[config.mk]
export PLATFORM = sky130hd
export DESIGN_NAME = logical_device_config_bank
export DESIGN_NICKNAME = d
export VERILOG_FILES = /design/src/pkg/ldcfg_pkg.sv /design/src/pkg/bank_if.sv /design/src/hdl/logical_device_config_bank.sv /design/src/hdl/unit_bank_store.sv
export SDC_FILE = /design/constraint.sdc
export NUM_CORES = 1
export LEC_CHECK = 0
export BUFFER_PORTS_ARGS = -buffer_cell sky130_fd_sc_hd__buf_4
export CORE_MARGIN = 10
export CORE_UTILIZATION = 45
export DETAILED_ROUTE_END_ITERATION = 10
export GPL_ROUTABILITY_DRIVEN = 0
export PLACE_DENSITY_LB_ADDON = 0.15
export SETUP_SLACK_MARGIN = 0.4
export SLEW_MARGIN = 0
export SYNTH_ARGS = -nofsm -noshare
export SYNTH_HDL_FRONTEND = slang
export SYNTH_SLANG_ARGS = --single-unit
[constraint.sdc]
create_clock -name sys_clk_i -period 12.2 [get_ports sys_clk_i]
set_input_delay 1.22 -clock sys_clk_i [delete_from_list [all_inputs] [get_ports sys_clk_i]]
set_output_delay 1.22 -clock sys_clk_i [all_outputs]
set_load 0.01 [all_outputs]
[src/pkg/ldcfg_pkg.sv]
// package: offsets, field layouts, reset values and unit numbers of the unit bank
package ldcfg_pkg;
  // ----------------------------------------------------------------
  // chip-level indices
  // ----------------------------------------------------------------
  localparam logic [7:0] IDX_UNIT_SEL = 8'h07;
  localparam logic [7:0] IDX_PWR_CTRL = 8'h22;
  localparam logic [7:0] IDX_BANK_LO = 8'h30;
  // ----------------------------------------------------------------
  // per-unit bank indices
  // ----------------------------------------------------------------
  localparam logic [7:0] IDX_ACTIVATE = 8'h30;
  localparam logic [7:0] IDX_BASE_HI = 8'h60;
  localparam logic [7:0] IDX_BASE_LO = 8'h61;
  localparam logic [7:0] IDX_IRQ_PRI = 8'h70;
  localparam logic [7:0] IDX_IRQ_SEC = 8'h72;
  localparam logic [7:0] IDX_DMA_SEL = 8'h74;
  localparam logic [7:0] IDX_RUN_LO = 8'h82;
  localparam logic [7:0] IDX_RUN_HI = 8'h9A;
  // ----------------------------------------------------------------
  // field positions and masks
  // ----------------------------------------------------------------
  localparam int ACT_BIT = 0;
  localparam logic [7:0] PWR_MASK = 8'h39;
  localparam int OVERRIDE_BIT_SEVEN = 7;
  localparam int OVERRIDE_BIT_SIX = 6;
  localparam int OVERRIDE_BIT_FOUR = 4;
  // ----------------------------------------------------------------
  // reset values
  // ----------------------------------------------------------------
  localparam logic [7:0] UNIT_SEL_RST = 8'h00;
  localparam logic [7:0] INDEX_RST = 8'h00;
  localparam logic [7:0] BASE_RST = 8'h00;
  // zero selects a channel with edge-triggered, active-high signalling
  localparam logic [7:0] IRQ_SEL_RST = 8'h00;
  localparam logic [7:0] DMA_SEL_RST = 8'h00;
  localparam logic [7:0] EC_DISABLE_RST = 8'h00;
  // ----------------------------------------------------------------
  // unit numbers and permitted base ranges
  // ----------------------------------------------------------------
  localparam logic [2:0] FLOPPY_UNIT = 3'h0;
  localparam logic [2:0] PARALLEL_UNIT = 3'h3;
  localparam logic [2:0] SERIAL1_UNIT = 3'h4;
  localparam logic [2:0] SERIAL2_UNIT = 3'h5;
  localparam logic [2:0] RTC_UNIT = 3'h6;
  localparam logic [2:0] KEYBOARD_CTRL_UNIT = 3'h7;
  localparam int NUM_UNITS = 8;
  localparam logic [15:0] BASE_MIN = 16'h0100;
  localparam logic [15:0] BASE_MAX_8B = 16'h0FF8;
  localparam logic [15:0] BASE_MAX_4B = 16'h0FFC;

  typedef enum {
    FLD_NONE,
    FLD_ACT,
    FLD_BASE_HI,
    FLD_BASE_LO,
    FLD_IRQ_PRI,
    FLD_IRQ_SEC,
    FLD_DMA
  } field_t;
endpackage : ldcfg_pkg

[src/pkg/bank_if.sv]
// interface between the index/data decoder and the per-unit register store
`timescale 1ns/1ps
interface bank_if;
  import ldcfg_pkg::*;
  logic wr_en;
  logic [2:0] wr_unit;
  field_t wr_field;
  logic [7:0] wr_data;
  logic pwr_wr;
  logic [7:0] pwr_data;
  logic [NUM_UNITS-1:0] act;
  logic [7:0] base_hi [NUM_UNITS];
  logic [7:0] base_lo [NUM_UNITS];
  logic [7:0] irq_pri [NUM_UNITS];
  logic [7:0] irq_sec [NUM_UNITS];
  logic [7:0] dma [NUM_UNITS];

  modport store (
    input wr_en, wr_unit, wr_field, wr_data, pwr_wr, pwr_data,
    output act, base_hi, base_lo, irq_pri, irq_sec, dma
  );
  modport ctrl (
    output wr_en, wr_unit, wr_field, wr_data, pwr_wr, pwr_data,
    input act, base_hi, base_lo, irq_pri, irq_sec, dma
  );
endinterface : bank_if

[src/hdl/logical_device_config_bank.sv]
// index/data port decoder, unit select and power gating of the unit banks
`timescale 1ns/1ps
// How it works
// - one bank per unit, chosen by 0x07
// - index port picks register, data port moves it
// - config state only, except unit 7 0x82-0x9A
// - 0x30 bit 0 activates selected unit
// - 0x31-0x3F ignore writes, read zero
// - 0x40-0x5F ignore writes, read zero
// - 0x60 base high byte, 0x61 low byte
// - other 0x62-0x6F ignore writes, read zero
// - 0x70 everywhere, 0x72 keyboard unit only
// - interrupts default edge-triggered active high
// - 0x71, 0x73, 0x76-0xDF read zero
// - 0x74 floppy and parallel only; 0x75 zero
// - on needs activate, power and override set
// - activate and power bits mirror each other
// - override bits seven, six, four: units 3,4,0
// - cleared override forces unit off
// - out-of-range base makes unit decode invalid, except units 6 and 7
// - 0x22 holds power bits 0,3,4,5
module logical_device_config_bank
  import ldcfg_pkg::*;
(
  input wire logic sys_clk_i,
  input wire logic sys_rst_i,
  input wire logic cfg_state_i,
  input wire logic io_wr_i,
  input wire logic io_rd_i,
  input wire logic io_data_sel_i,
  input wire logic [7:0] io_wdata_i,
  input wire logic [7:0] ec_disable_i,
  output logic [7:0] io_rdata_o,
  output logic [NUM_UNITS-1:0] unit_on_o,
  output logic [NUM_UNITS-1:0] decode_en_o
);
  // ----------------------------------------------------------------
  // helpers
  // ----------------------------------------------------------------
  function automatic logic unit_present(input logic [2:0] u);
    return (u != 3'h1) && (u != 3'h2);
  endfunction : unit_present

  function automatic logic in_span(input logic [7:0] v, input logic [7:0] lo,
                                   input logic [7:0] hi);
    return (v >= lo) && (v <= hi);
  endfunction : in_span

  // units 6 and 7 sit at fixed addresses, so their base never disqualifies them
  function automatic logic base_ok(input logic [2:0] u, input logic [15:0] a);
    logic ok;
    ok = 1'b0;
    if (u == PARALLEL_UNIT) begin
      ok = (a >= BASE_MIN) && (a <= BASE_MAX_4B) && (a[1:0] == 2'h0);
    end else if ((u == FLOPPY_UNIT) || (u == SERIAL1_UNIT) || (u == SERIAL2_UNIT)) begin
      ok = (a >= BASE_MIN) && (a <= BASE_MAX_8B) && (a[2:0] == 3'h0);
    end else if ((u == RTC_UNIT) || (u == KEYBOARD_CTRL_UNIT)) begin
      ok = 1'b1;
    end
    return ok;
  endfunction : base_ok

  // ----------------------------------------------------------------
  // state
  // ----------------------------------------------------------------
  logic [7:0] index_reg;
  logic [7:0] unit_sel_reg;
  logic [7:0] rdata_next;
  logic [NUM_UNITS-1:0] unit_on_next;
  logic [NUM_UNITS-1:0] decode_en_next;
  logic [NUM_UNITS-1:0] override_ok;

  bank_if bif ();

  unit_bank_store u_store (
    .sys_clk_i(sys_clk_i),
    .sys_rst_i(sys_rst_i),
    .bif(bif)
  );

  // ----------------------------------------------------------------
  // access decode
  // ----------------------------------------------------------------
  wire logic [2:0] sel_unit = unit_sel_reg[2:0];
  wire logic sel_valid = (unit_sel_reg[7:3] == 5'h00) && unit_present(sel_unit);
  wire logic idx_wr = io_wr_i && !io_data_sel_i;
  wire logic dat_wr = io_wr_i && io_data_sel_i;
  wire logic dat_rd = io_rd_i && io_data_sel_i;
  wire logic chip_space = (index_reg < IDX_BANK_LO);
  wire logic run_window = (sel_unit == KEYBOARD_CTRL_UNIT) && sel_valid &&
                          in_span(index_reg, IDX_RUN_LO, IDX_RUN_HI);
  wire logic bank_ok = !chip_space && sel_valid &&
                       (cfg_state_i || run_window);
  wire logic chip_ok = chip_space && cfg_state_i;
  wire logic unit_sel_hit = chip_ok && (index_reg == IDX_UNIT_SEL);
  wire logic pwr_hit = chip_ok && (index_reg == IDX_PWR_CTRL);

  // only implemented indices map to a field; all others fall through to zero
  field_t fld;
  assign fld = !bank_ok ? FLD_NONE :
               (index_reg == IDX_ACTIVATE) ? FLD_ACT :
               (index_reg == IDX_BASE_HI) ? FLD_BASE_HI :
               (index_reg == IDX_BASE_LO) ? FLD_BASE_LO :
               (index_reg == IDX_IRQ_PRI) ? FLD_IRQ_PRI :
               (index_reg == IDX_IRQ_SEC) ? FLD_IRQ_SEC :
               (index_reg == IDX_DMA_SEL) ? FLD_DMA :
               FLD_NONE;

  assign bif.wr_en = dat_wr && (fld != FLD_NONE);
  assign bif.wr_unit = sel_unit;
  assign bif.wr_field = fld;
  assign bif.wr_data = io_wdata_i;
  assign bif.pwr_wr = dat_wr && pwr_hit;
  assign bif.pwr_data = io_wdata_i;

  // ----------------------------------------------------------------
  // read mux
  // ----------------------------------------------------------------
  wire logic [7:0] pwr_view = {2'h0, bif.act[SERIAL2_UNIT], bif.act[SERIAL1_UNIT],
                               bif.act[PARALLEL_UNIT], 2'h0, bif.act[FLOPPY_UNIT]};
  wire logic [7:0] act_view = {7'h00, bif.act[sel_unit]};

  always_comb begin
    rdata_next = 8'h00;
    if (!io_data_sel_i) begin
      rdata_next = index_reg;
    end else if (unit_sel_hit) begin
      rdata_next = unit_sel_reg;
    end else if (pwr_hit) begin
      rdata_next = pwr_view;
    end else begin
      unique case (fld)
        FLD_ACT: rdata_next = act_view;
        FLD_BASE_HI: rdata_next = bif.base_hi[sel_unit];
        FLD_BASE_LO: rdata_next = bif.base_lo[sel_unit];
        FLD_IRQ_PRI: rdata_next = bif.irq_pri[sel_unit];
        FLD_IRQ_SEC: rdata_next = bif.irq_sec[sel_unit];
        FLD_DMA: rdata_next = bif.dma[sel_unit];
        FLD_NONE: rdata_next = 8'h00;
      endcase
    end
  end

  // ----------------------------------------------------------------
  // override input synchroniser
  // ----------------------------------------------------------------
  // the disable register sits in the embedded controller's clock domain;
  // a bit change counts only once the second and third stages agree
  logic [7:0] ec_meta_reg;
  logic [7:0] ec_s2_reg;
  logic [7:0] ec_s3_reg;
  logic [7:0] ec_stable_reg;
  wire logic [7:0] ec_agree = ~(ec_s2_reg ^ ec_s3_reg);
  wire logic [7:0] ec_stable_next = (ec_s2_reg & ec_agree) | (ec_stable_reg & ~ec_agree);

  always_ff @(posedge sys_clk_i or posedge sys_rst_i) begin
    if (sys_rst_i) begin
      ec_meta_reg <= EC_DISABLE_RST;
      ec_s2_reg <= EC_DISABLE_RST;
      ec_s3_reg <= EC_DISABLE_RST;
    end else begin
      ec_meta_reg <= ec_disable_i;
      ec_s2_reg <= ec_meta_reg;
      ec_s3_reg <= ec_s2_reg;
    end
  end

  always_ff @(posedge sys_clk_i or posedge sys_rst_i) begin
    if (sys_rst_i) begin
      ec_stable_reg <= EC_DISABLE_RST;
    end else begin
      ec_stable_reg <= ec_stable_next;
    end
  end

  // ----------------------------------------------------------------
  // power gating and address qualification
  // ----------------------------------------------------------------
  always_comb begin
    override_ok = '1;
    override_ok[PARALLEL_UNIT] = ec_stable_reg[OVERRIDE_BIT_SEVEN];
    override_ok[SERIAL1_UNIT] = ec_stable_reg[OVERRIDE_BIT_SIX];
    override_ok[FLOPPY_UNIT] = ec_stable_reg[OVERRIDE_BIT_FOUR];
  end

  // the shared enable bit stands for both activate and power terms
  always_comb begin
    for (int u = 0; u < NUM_UNITS; u++) begin
      unit_on_next[u] = unit_present(u[2:0]) && bif.act[u] && override_ok[u];
      decode_en_next[u] = unit_on_next[u] &&
                          base_ok(u[2:0], {bif.base_hi[u], bif.base_lo[u]});
    end
  end

  // ----------------------------------------------------------------
  // registers
  // ----------------------------------------------------------------
  // index writes are taken in either state so the run-state window is reachable
  always_ff @(posedge sys_clk_i or posedge sys_rst_i) begin
    if (sys_rst_i) begin
      index_reg <= INDEX_RST;
    end else if (idx_wr) begin
      index_reg <= io_wdata_i;
    end
  end

  always_ff @(posedge sys_clk_i or posedge sys_rst_i) begin
    if (sys_rst_i) begin
      unit_sel_reg <= UNIT_SEL_RST;
    end else if (dat_wr && unit_sel_hit) begin
      unit_sel_reg <= io_wdata_i;
    end
  end

  always_ff @(posedge sys_clk_i or posedge sys_rst_i) begin
    if (sys_rst_i) begin
      io_rdata_o <= 8'h00;
    end else if (io_rd_i) begin
      io_rdata_o <= rdata_next;
    end
  end

  always_ff @(posedge sys_clk_i or posedge sys_rst_i) begin
    if (sys_rst_i) begin
      unit_on_o <= '0;
      decode_en_o <= '0;
    end else begin
      unit_on_o <= unit_on_next;
      decode_en_o <= decode_en_next;
    end
  end

  // ----------------------------------------------------------------
  // assertions
  // ----------------------------------------------------------------
  floppy_on_a: assert property (
    @(posedge sys_clk_i) disable iff (sys_rst_i)
    unit_on_o[0] == $past(bif.act[0] && ec_stable_reg[OVERRIDE_BIT_FOUR]))
    else $error("floppy unit power state wrong");

  override_off_a: assert property (
    @(posedge sys_clk_i) disable iff (sys_rst_i)
    !ec_stable_reg[OVERRIDE_BIT_SEVEN] |=> !unit_on_o[3])
    else $error("parallel unit on while override cleared");

  serial_ovr_a: assert property (
    @(posedge sys_clk_i) disable iff (sys_rst_i)
    (bif.act[4] && !ec_stable_reg[OVERRIDE_BIT_SIX]) ##1 ec_stable_reg[OVERRIDE_BIT_SIX]
    && bif.act[4] |=> unit_on_o[4])
    else $error("serial unit override mapping wrong");

  power_link_a: assert property (
    @(posedge sys_clk_i) disable iff (sys_rst_i)
    (dat_wr && pwr_hit) |=> bif.act[3] == $past(io_wdata_i[3]))
    else $error("power bit did not follow to activate");

  run_block_a: assert property (
    @(posedge sys_clk_i) disable iff (sys_rst_i)
    (dat_wr && !cfg_state_i) |-> !bif.wr_en && !bif.pwr_wr)
    else $error("bank written outside configuration state");

  reserved_zero_a: assert property (
    @(posedge sys_clk_i) disable iff (sys_rst_i)
    (dat_rd && in_span(index_reg, 8'h31, 8'h5F)) |=> io_rdata_o == 8'h00)
    else $error("reserved index read nonzero");

  base_write_a: assert property (
    @(posedge sys_clk_i) disable iff (sys_rst_i)
    (dat_wr && cfg_state_i && sel_valid && index_reg == IDX_BASE_HI) |=>
    bif.base_hi[$past(sel_unit)] == $past(io_wdata_i))
    else $error("base high byte not stored");

  irq_sec_only_a: assert property (
    @(posedge sys_clk_i) disable iff (sys_rst_i)
    bif.irq_sec[0] == 8'h00 && bif.irq_sec[6] == 8'h00)
    else $error("second interrupt select stored off keyboard unit");

  dma_only_a: assert property (
    @(posedge sys_clk_i) disable iff (sys_rst_i)
    bif.dma[4] == 8'h00 && bif.dma[7] == 8'h00)
    else $error("dma select stored on unit without it");

  base_range_a: assert property (
    @(posedge sys_clk_i) disable iff (sys_rst_i)
    decode_en_o[3] |-> $past(bif.base_hi[3]) <= 8'h0F && $past(bif.base_hi[3]) >= 8'h01
    && $past(bif.base_lo[3][1:0]) == 2'h0)
    else $error("parallel decode enabled with illegal base");

  idx_read_a: assert property (
    @(posedge sys_clk_i) disable iff (sys_rst_i)
    (io_rd_i && !io_data_sel_i) |=> io_rdata_o == $past(index_reg))
    else $error("index port read did not return the index");

  unit_sel_a: assert property (
    @(posedge sys_clk_i) disable iff (sys_rst_i)
    (dat_wr && unit_sel_hit) |=> unit_sel_reg == $past(io_wdata_i))
    else $error("unit select not stored");

  act_write_a: assert property (
    @(posedge sys_clk_i) disable iff (sys_rst_i)
    (bif.wr_en && bif.wr_field == FLD_ACT) |=>
    bif.act[$past(sel_unit)] == $past(bif.wr_data[ACT_BIT]))
    else $error("activate bit not stored");

  base_gap_a: assert property (
    @(posedge sys_clk_i) disable iff (sys_rst_i)
    (dat_rd && in_span(index_reg, 8'h62, 8'h6F)) |=> io_rdata_o == 8'h00)
    else $error("unused base index read nonzero");

  upper_zero_a: assert property (
    @(posedge sys_clk_i) disable iff (sys_rst_i)
    (dat_rd && (index_reg == 8'h71 || index_reg == 8'h73 ||
    in_span(index_reg, 8'h76, 8'hDF))) |=> io_rdata_o == 8'h00)
    else $error("unimplemented index read nonzero");

  dma_gap_a: assert property (
    @(posedge sys_clk_i) disable iff (sys_rst_i)
    (dat_rd && index_reg == 8'h75) |=> io_rdata_o == 8'h00)
    else $error("second dma index read nonzero");

  pwr_read_a: assert property (
    @(posedge sys_clk_i) disable iff (sys_rst_i)
    (dat_rd && pwr_hit) |=> io_rdata_o[0] == $past(bif.act[FLOPPY_UNIT]) &&
    io_rdata_o[7:6] == 2'h0 && io_rdata_o[2:1] == 2'h0)
    else $error("power register read wrong");

  serial_off_a: assert property (
    @(posedge sys_clk_i) disable iff (sys_rst_i)
    !ec_stable_reg[OVERRIDE_BIT_SIX] |=> !unit_on_o[SERIAL1_UNIT])
    else $error("serial unit on while override cleared");

  run_sel_a: assert property (
    @(posedge sys_clk_i) disable iff (sys_rst_i)
    (dat_wr && !cfg_state_i) |=> unit_sel_reg == $past(unit_sel_reg))
    else $error("unit select written outside configuration state");

  ec_hold_a: assert property (
    @(posedge sys_clk_i) disable iff (sys_rst_i)
    (ec_s2_reg[OVERRIDE_BIT_FOUR] != ec_s3_reg[OVERRIDE_BIT_FOUR]) |=>
    $stable(ec_stable_reg[OVERRIDE_BIT_FOUR]))
    else $error("override bit taken before stages agreed");

  unit_on_c: cover property (@(posedge sys_clk_i) disable iff (sys_rst_i) unit_on_o[0]);
  run_win_c: cover property (@(posedge sys_clk_i) disable iff (sys_rst_i)
    dat_rd && run_window && !cfg_state_i);
  decode_c: cover property (@(posedge sys_clk_i) disable iff (sys_rst_i) decode_en_o[4]);
  pwr_c: cover property (@(posedge sys_clk_i) disable iff (sys_rst_i) dat_wr && pwr_hit);
  run_wr_c: cover property (@(posedge sys_clk_i) disable iff (sys_rst_i)
    dat_wr && !cfg_state_i);
endmodule : logical_device_config_bank

[src/hdl/unit_bank_store.sv]
// per-unit register store: one bank of configuration bytes for each unit
`timescale 1ns/1ps
module unit_bank_store
  import ldcfg_pkg::*;
(
  input wire logic sys_clk_i,
  input wire logic sys_rst_i,
  bank_if.store bif
);
  // ----------------------------------------------------------------
  // write enables per field
  // ----------------------------------------------------------------
  wire logic wr_act = bif.wr_en && (bif.wr_field == FLD_ACT);
  wire logic wr_bhi = bif.wr_en && (bif.wr_field == FLD_BASE_HI);
  wire logic wr_blo = bif.wr_en && (bif.wr_field == FLD_BASE_LO);
  wire logic wr_ip = bif.wr_en && (bif.wr_field == FLD_IRQ_PRI);
  // second interrupt select only on the keyboard controller unit
  wire logic wr_is = bif.wr_en && (bif.wr_field == FLD_IRQ_SEC) &&
                     (bif.wr_unit == KEYBOARD_CTRL_UNIT);
  // dma select only on the floppy and parallel units
  wire logic wr_dma = bif.wr_en && (bif.wr_field == FLD_DMA) &&
                      ((bif.wr_unit == FLOPPY_UNIT) ||
                       (bif.wr_unit == PARALLEL_UNIT));

  // ----------------------------------------------------------------
  // storage
  // ----------------------------------------------------------------
  // one enable bit serves as both activate and power bit, so they cannot drift
  always_ff @(posedge sys_clk_i or posedge sys_rst_i) begin
    if (sys_rst_i) begin
      bif.act <= '0;
    end else begin
      for (int u = 0; u < NUM_UNITS; u++) begin
        if (wr_act && (bif.wr_unit == u[2:0])) begin
          bif.act[u] <= bif.wr_data[ACT_BIT];
        end else if (bif.pwr_wr && PWR_MASK[u]) begin
          bif.act[u] <= bif.pwr_data[u];
        end
      end
    end
  end

  always_ff @(posedge sys_clk_i or posedge sys_rst_i) begin
    if (sys_rst_i) begin
      for (int u = 0; u < NUM_UNITS; u++) begin
        bif.base_hi[u] <= BASE_RST;
        bif.base_lo[u] <= BASE_RST;
        bif.irq_pri[u] <= IRQ_SEL_RST;
        bif.irq_sec[u] <= IRQ_SEL_RST;
        bif.dma[u] <= DMA_SEL_RST;
      end
    end else begin
      for (int u = 0; u < NUM_UNITS; u++) begin
        if (bif.wr_unit == u[2:0]) begin
          if (wr_bhi) bif.base_hi[u] <= bif.wr_data;
          if (wr_blo) bif.base_lo[u] <= bif.wr_data;
          if (wr_ip) bif.irq_pri[u] <= bif.wr_data;
          if (wr_is) bif.irq_sec[u] <= bif.wr_data;
          if (wr_dma) bif.dma[u] <= bif.wr_data;
        end
      end
    end
  end
endmodule : unit_bank_store

==> results.md <==
- Total CTS buffers: 41
- DIE HEIGHT: between 200 and 250 um
- Pwr/cell area: roughly 150 nW/um2
- CTS H-tree depth: 2
- WL per Instance: 24.41 um
- Sum of negative setup slack: 0 ns
- Worst r2r path cells: 7
- Sequential area share after synthesis: about 58%
- Number of global-route vias before repair: a little over 9000
- Yosys top cell area share: between 50% and 60%
- Starting Density: a little under half
- First-pass GRT wire length: between 50000 and 60000 um
- Area delta synth->final: 9.110%
- Netlist cell types: 53
- Top post-synthesis cells by area: dfrtp_1 (58%), mux2_2 (14%), mux4_2 (9.9%)
- Setup CP Type: reg2reg
- Syn Inst Count: about 1200
- Max Clk Rate: 246.9 MHz
- R2R Setup Slk: between 8 and 9 ns
- Worst-Margin Slew: around 1.3 ns
- Root Driver: clkbuf_16
- Worst Hold Path Cells: 0
- Max Slew Vio Count: 0
- Hold_buf cts: 0
- Io pins: 46
- Finish-stage setup viols: 0
- Slew HR: between 10% and 20%
- CTS tree: done
- Fraction of layout cells with a size suffix above 1: between 30% and 40%
- # diodes: 0
- RSZ-0062 raised after global routing: false
- Avg Inst Size Synth: 13.66 um2
- Area of the mapped netlist: ~16000 um2
- Worst-Skew Late Latency: between 0.5 and 0.6 ns
- Drt drc: 0
- Biggest area consumer among synthesized cells: dfrtp_1
- Worst-path cell chain: buf_4 > buf_4 > mux2_2 > o22ai_1 > a2111oi_0 > o31ai_1 > a31oi_1
- Clock Path Buffers: 3
- Most frequent CP cell: buf_4
- Total Die Area: between 40000 and 50000 um2
- CP max-delay cell: a2111oi_0
- Detailed Place HPWL: 22960 um
- Synth warnings: 0
- Core box area: 35480 um2
- Post_cts resized: 0
- Hold crit path type: reg2reg
- Synth Flop Type: dfrtp_1
- Post-synth EDFFs: 0
- Post-layout util: between 40% and 50%
- Worst-path maximum fanout: 57
- Pin count of the biggest net entering global routing: between 150 and 200
- # Post-CTS Setup Buffers: 0
- Post-synth top cells: dfrtp_1 (374), clkbuf_1 (213), mux2_2 (205)
- Die width: between 200 and 250 um
- Drt pass-1 iters: 5
- Row cnt: 69
- Post-Route WL: around 37000 um
- WHS: 0.3467 ns
- Worst-path clk slew: 0.06 ns
- Fillcell total: between 3000 and 4000
- Worst path required time: approximately 13 ns
- Final ANT Viol Nets: 0
- Antenna violations before repair: 0
- Most frequent cell after synthesis: dfrtp_1
- Crit. End Element: flip-flop
- Run status: complete, no violations
- Number of synthesized register bits: ~370
- Final Hold Viols: 0
- Async set-reset flop share out of synthesis: between 90% and 100%
- Leak Pwr: 8.185 nW
- Vias: a little under 9000
- Via density: 5.693
- Crit start category: flip-flop
- Minimum clock period: 4.050 ns
- Buffers on Ports: 36
- DR iter-0 viols: just under 700
- # Max-Cap Violations: 0
- WP data arrival: 4.51 ns
- GRT Util Overall: between 10% and 20%
- Clock Skew: 0.02111 ns
- Grt total ovfl: 0
- Max rail drop VDD: ~0.11 mV
- Largest stage delay on the critical path: ~1.1 ns
- Tcrit/Tclk final: about 33%
- Nets: about 1100
- # clock sinks: 374
## worst max-delay path: cells and delay by family (launching register included)
family / cells / cell delay [ns]
AO/OA/AOI/OAI: 4 / 1.60
flip-flops: 1 / 0.46
buffers and inverters: 2 / 1.58
multiplexers: 1 / 0.31
## cell type report
cell class,instances,area [um2],share of cell area [%]
clock buffers,55,1191,6.765
clock inverters,20,234.0,1.329
inverters,3,18.77,0.1066
multi-input cells,566,5834,33.13
flip-flops and latches,374,9365,53.19
well taps,461,576.8,3.276
repair buffers,50,387.9,2.203
## path summary, 6_finish.rpt
check,endpoint,startpoint
setup / recovery,io_rdata_o[7],unit_sel_reg[0]
hold / removal,ec_s2_reg[4],ec_meta_reg[4]
setup reg to reg,io_rdata_o[7],unit_sel_reg[0]
hold reg to reg,ec_s2_reg[4],ec_meta_reg[4]
max in group asynchronous,unit_sel_reg[2],sys_rst_i
min in group asynchronous,u_store.bif.dma[4],sys_rst_i
## placed cells by master (no fill, tap or decap), types with 3 or more instances in the layout
cell type and count:
o21ai_0 9, nand2_1 34, nor4_1 12, a21oi_1 15, or4_1 5, nor2_1 33
clkbuf_1 5, buf_4 49, nand2b_1 6, clkbuf_16 43, or3_1 10, bufinv_16 5
nor3_4 10, o31ai_1 7, a211oi_1 8, nor2b_1 8, or4b_2 3, nand4_1 24
o22ai_1 7, nand3_1 13, a2111oi_0 6, a32o_1 3, dfrtp_1 371, maj3_1 3
conb_1 4, clkbuf_8 7, and2_1 4, nor3_1 9, mux4_2 71, o311ai_0 14
a31oi_1 7, a41oi_1 4, mux2i_1 10, clkinv_2 12, mux2_2 205
## where the power goes
group / total, mW / internal (mW) / switching [mW] / leakage (nW)
logic: 0.142 / 0.0447 / 0.0976 / 2.32
clock network: 1.30 / 0.792 / 0.506 / 0.709
registers: 1.28 / 1.26 / 0.0260 / 5.15
total: 2.72 / 2.09 / 0.630 / 8.18
## kinds of logic (layout without fill, tap and decap cells)
group / after synthesis / in the layout / synth area share (%)
muxes: 286 / 286 / 24.83
buffers and inverters: 244 / 128 / 5.954
adders and majority gates: 3 / 3 / 0.1861
AOI/OAI and AO/OA: 86 / 86 / 3.783
DFF: 374 / 374 / 57.99
and+or+nand+nor: 187 / 187 / 7.226
other: 1 / 4 / 0.02324
## layer usage
| layer | vias to the layer above | track usage (%) | routed length, um |
|---|---|---|---|
| met2 | 205 | 24.93 | 16410 |
| met4 | 0 | 5.309 | 897 |
| li1 | 3902 | - | - |
| met1 | 4540 | 26.02 | 18190 |
| met3 | 57 | 3.445 | 1828 |
| met5 | - | 0 | 0 |
## per-stage QoR
stage	setup WS, ns	power [mW]	cells	area (um2)
6_report	8.150	2.723	1529	17610
5_1_grt	7.731	2.828	1529	17610
4_1_cts	8.033	2.755	1529	17610
3_5_place_dp	8.067	1.449	1454	16180
3_3_place_gp	8.029	1.447	1454	16180
2_1_floorplan	0.5927	1.393	1184	16150
No activity file was read; power rests on OpenSTA's default activity.
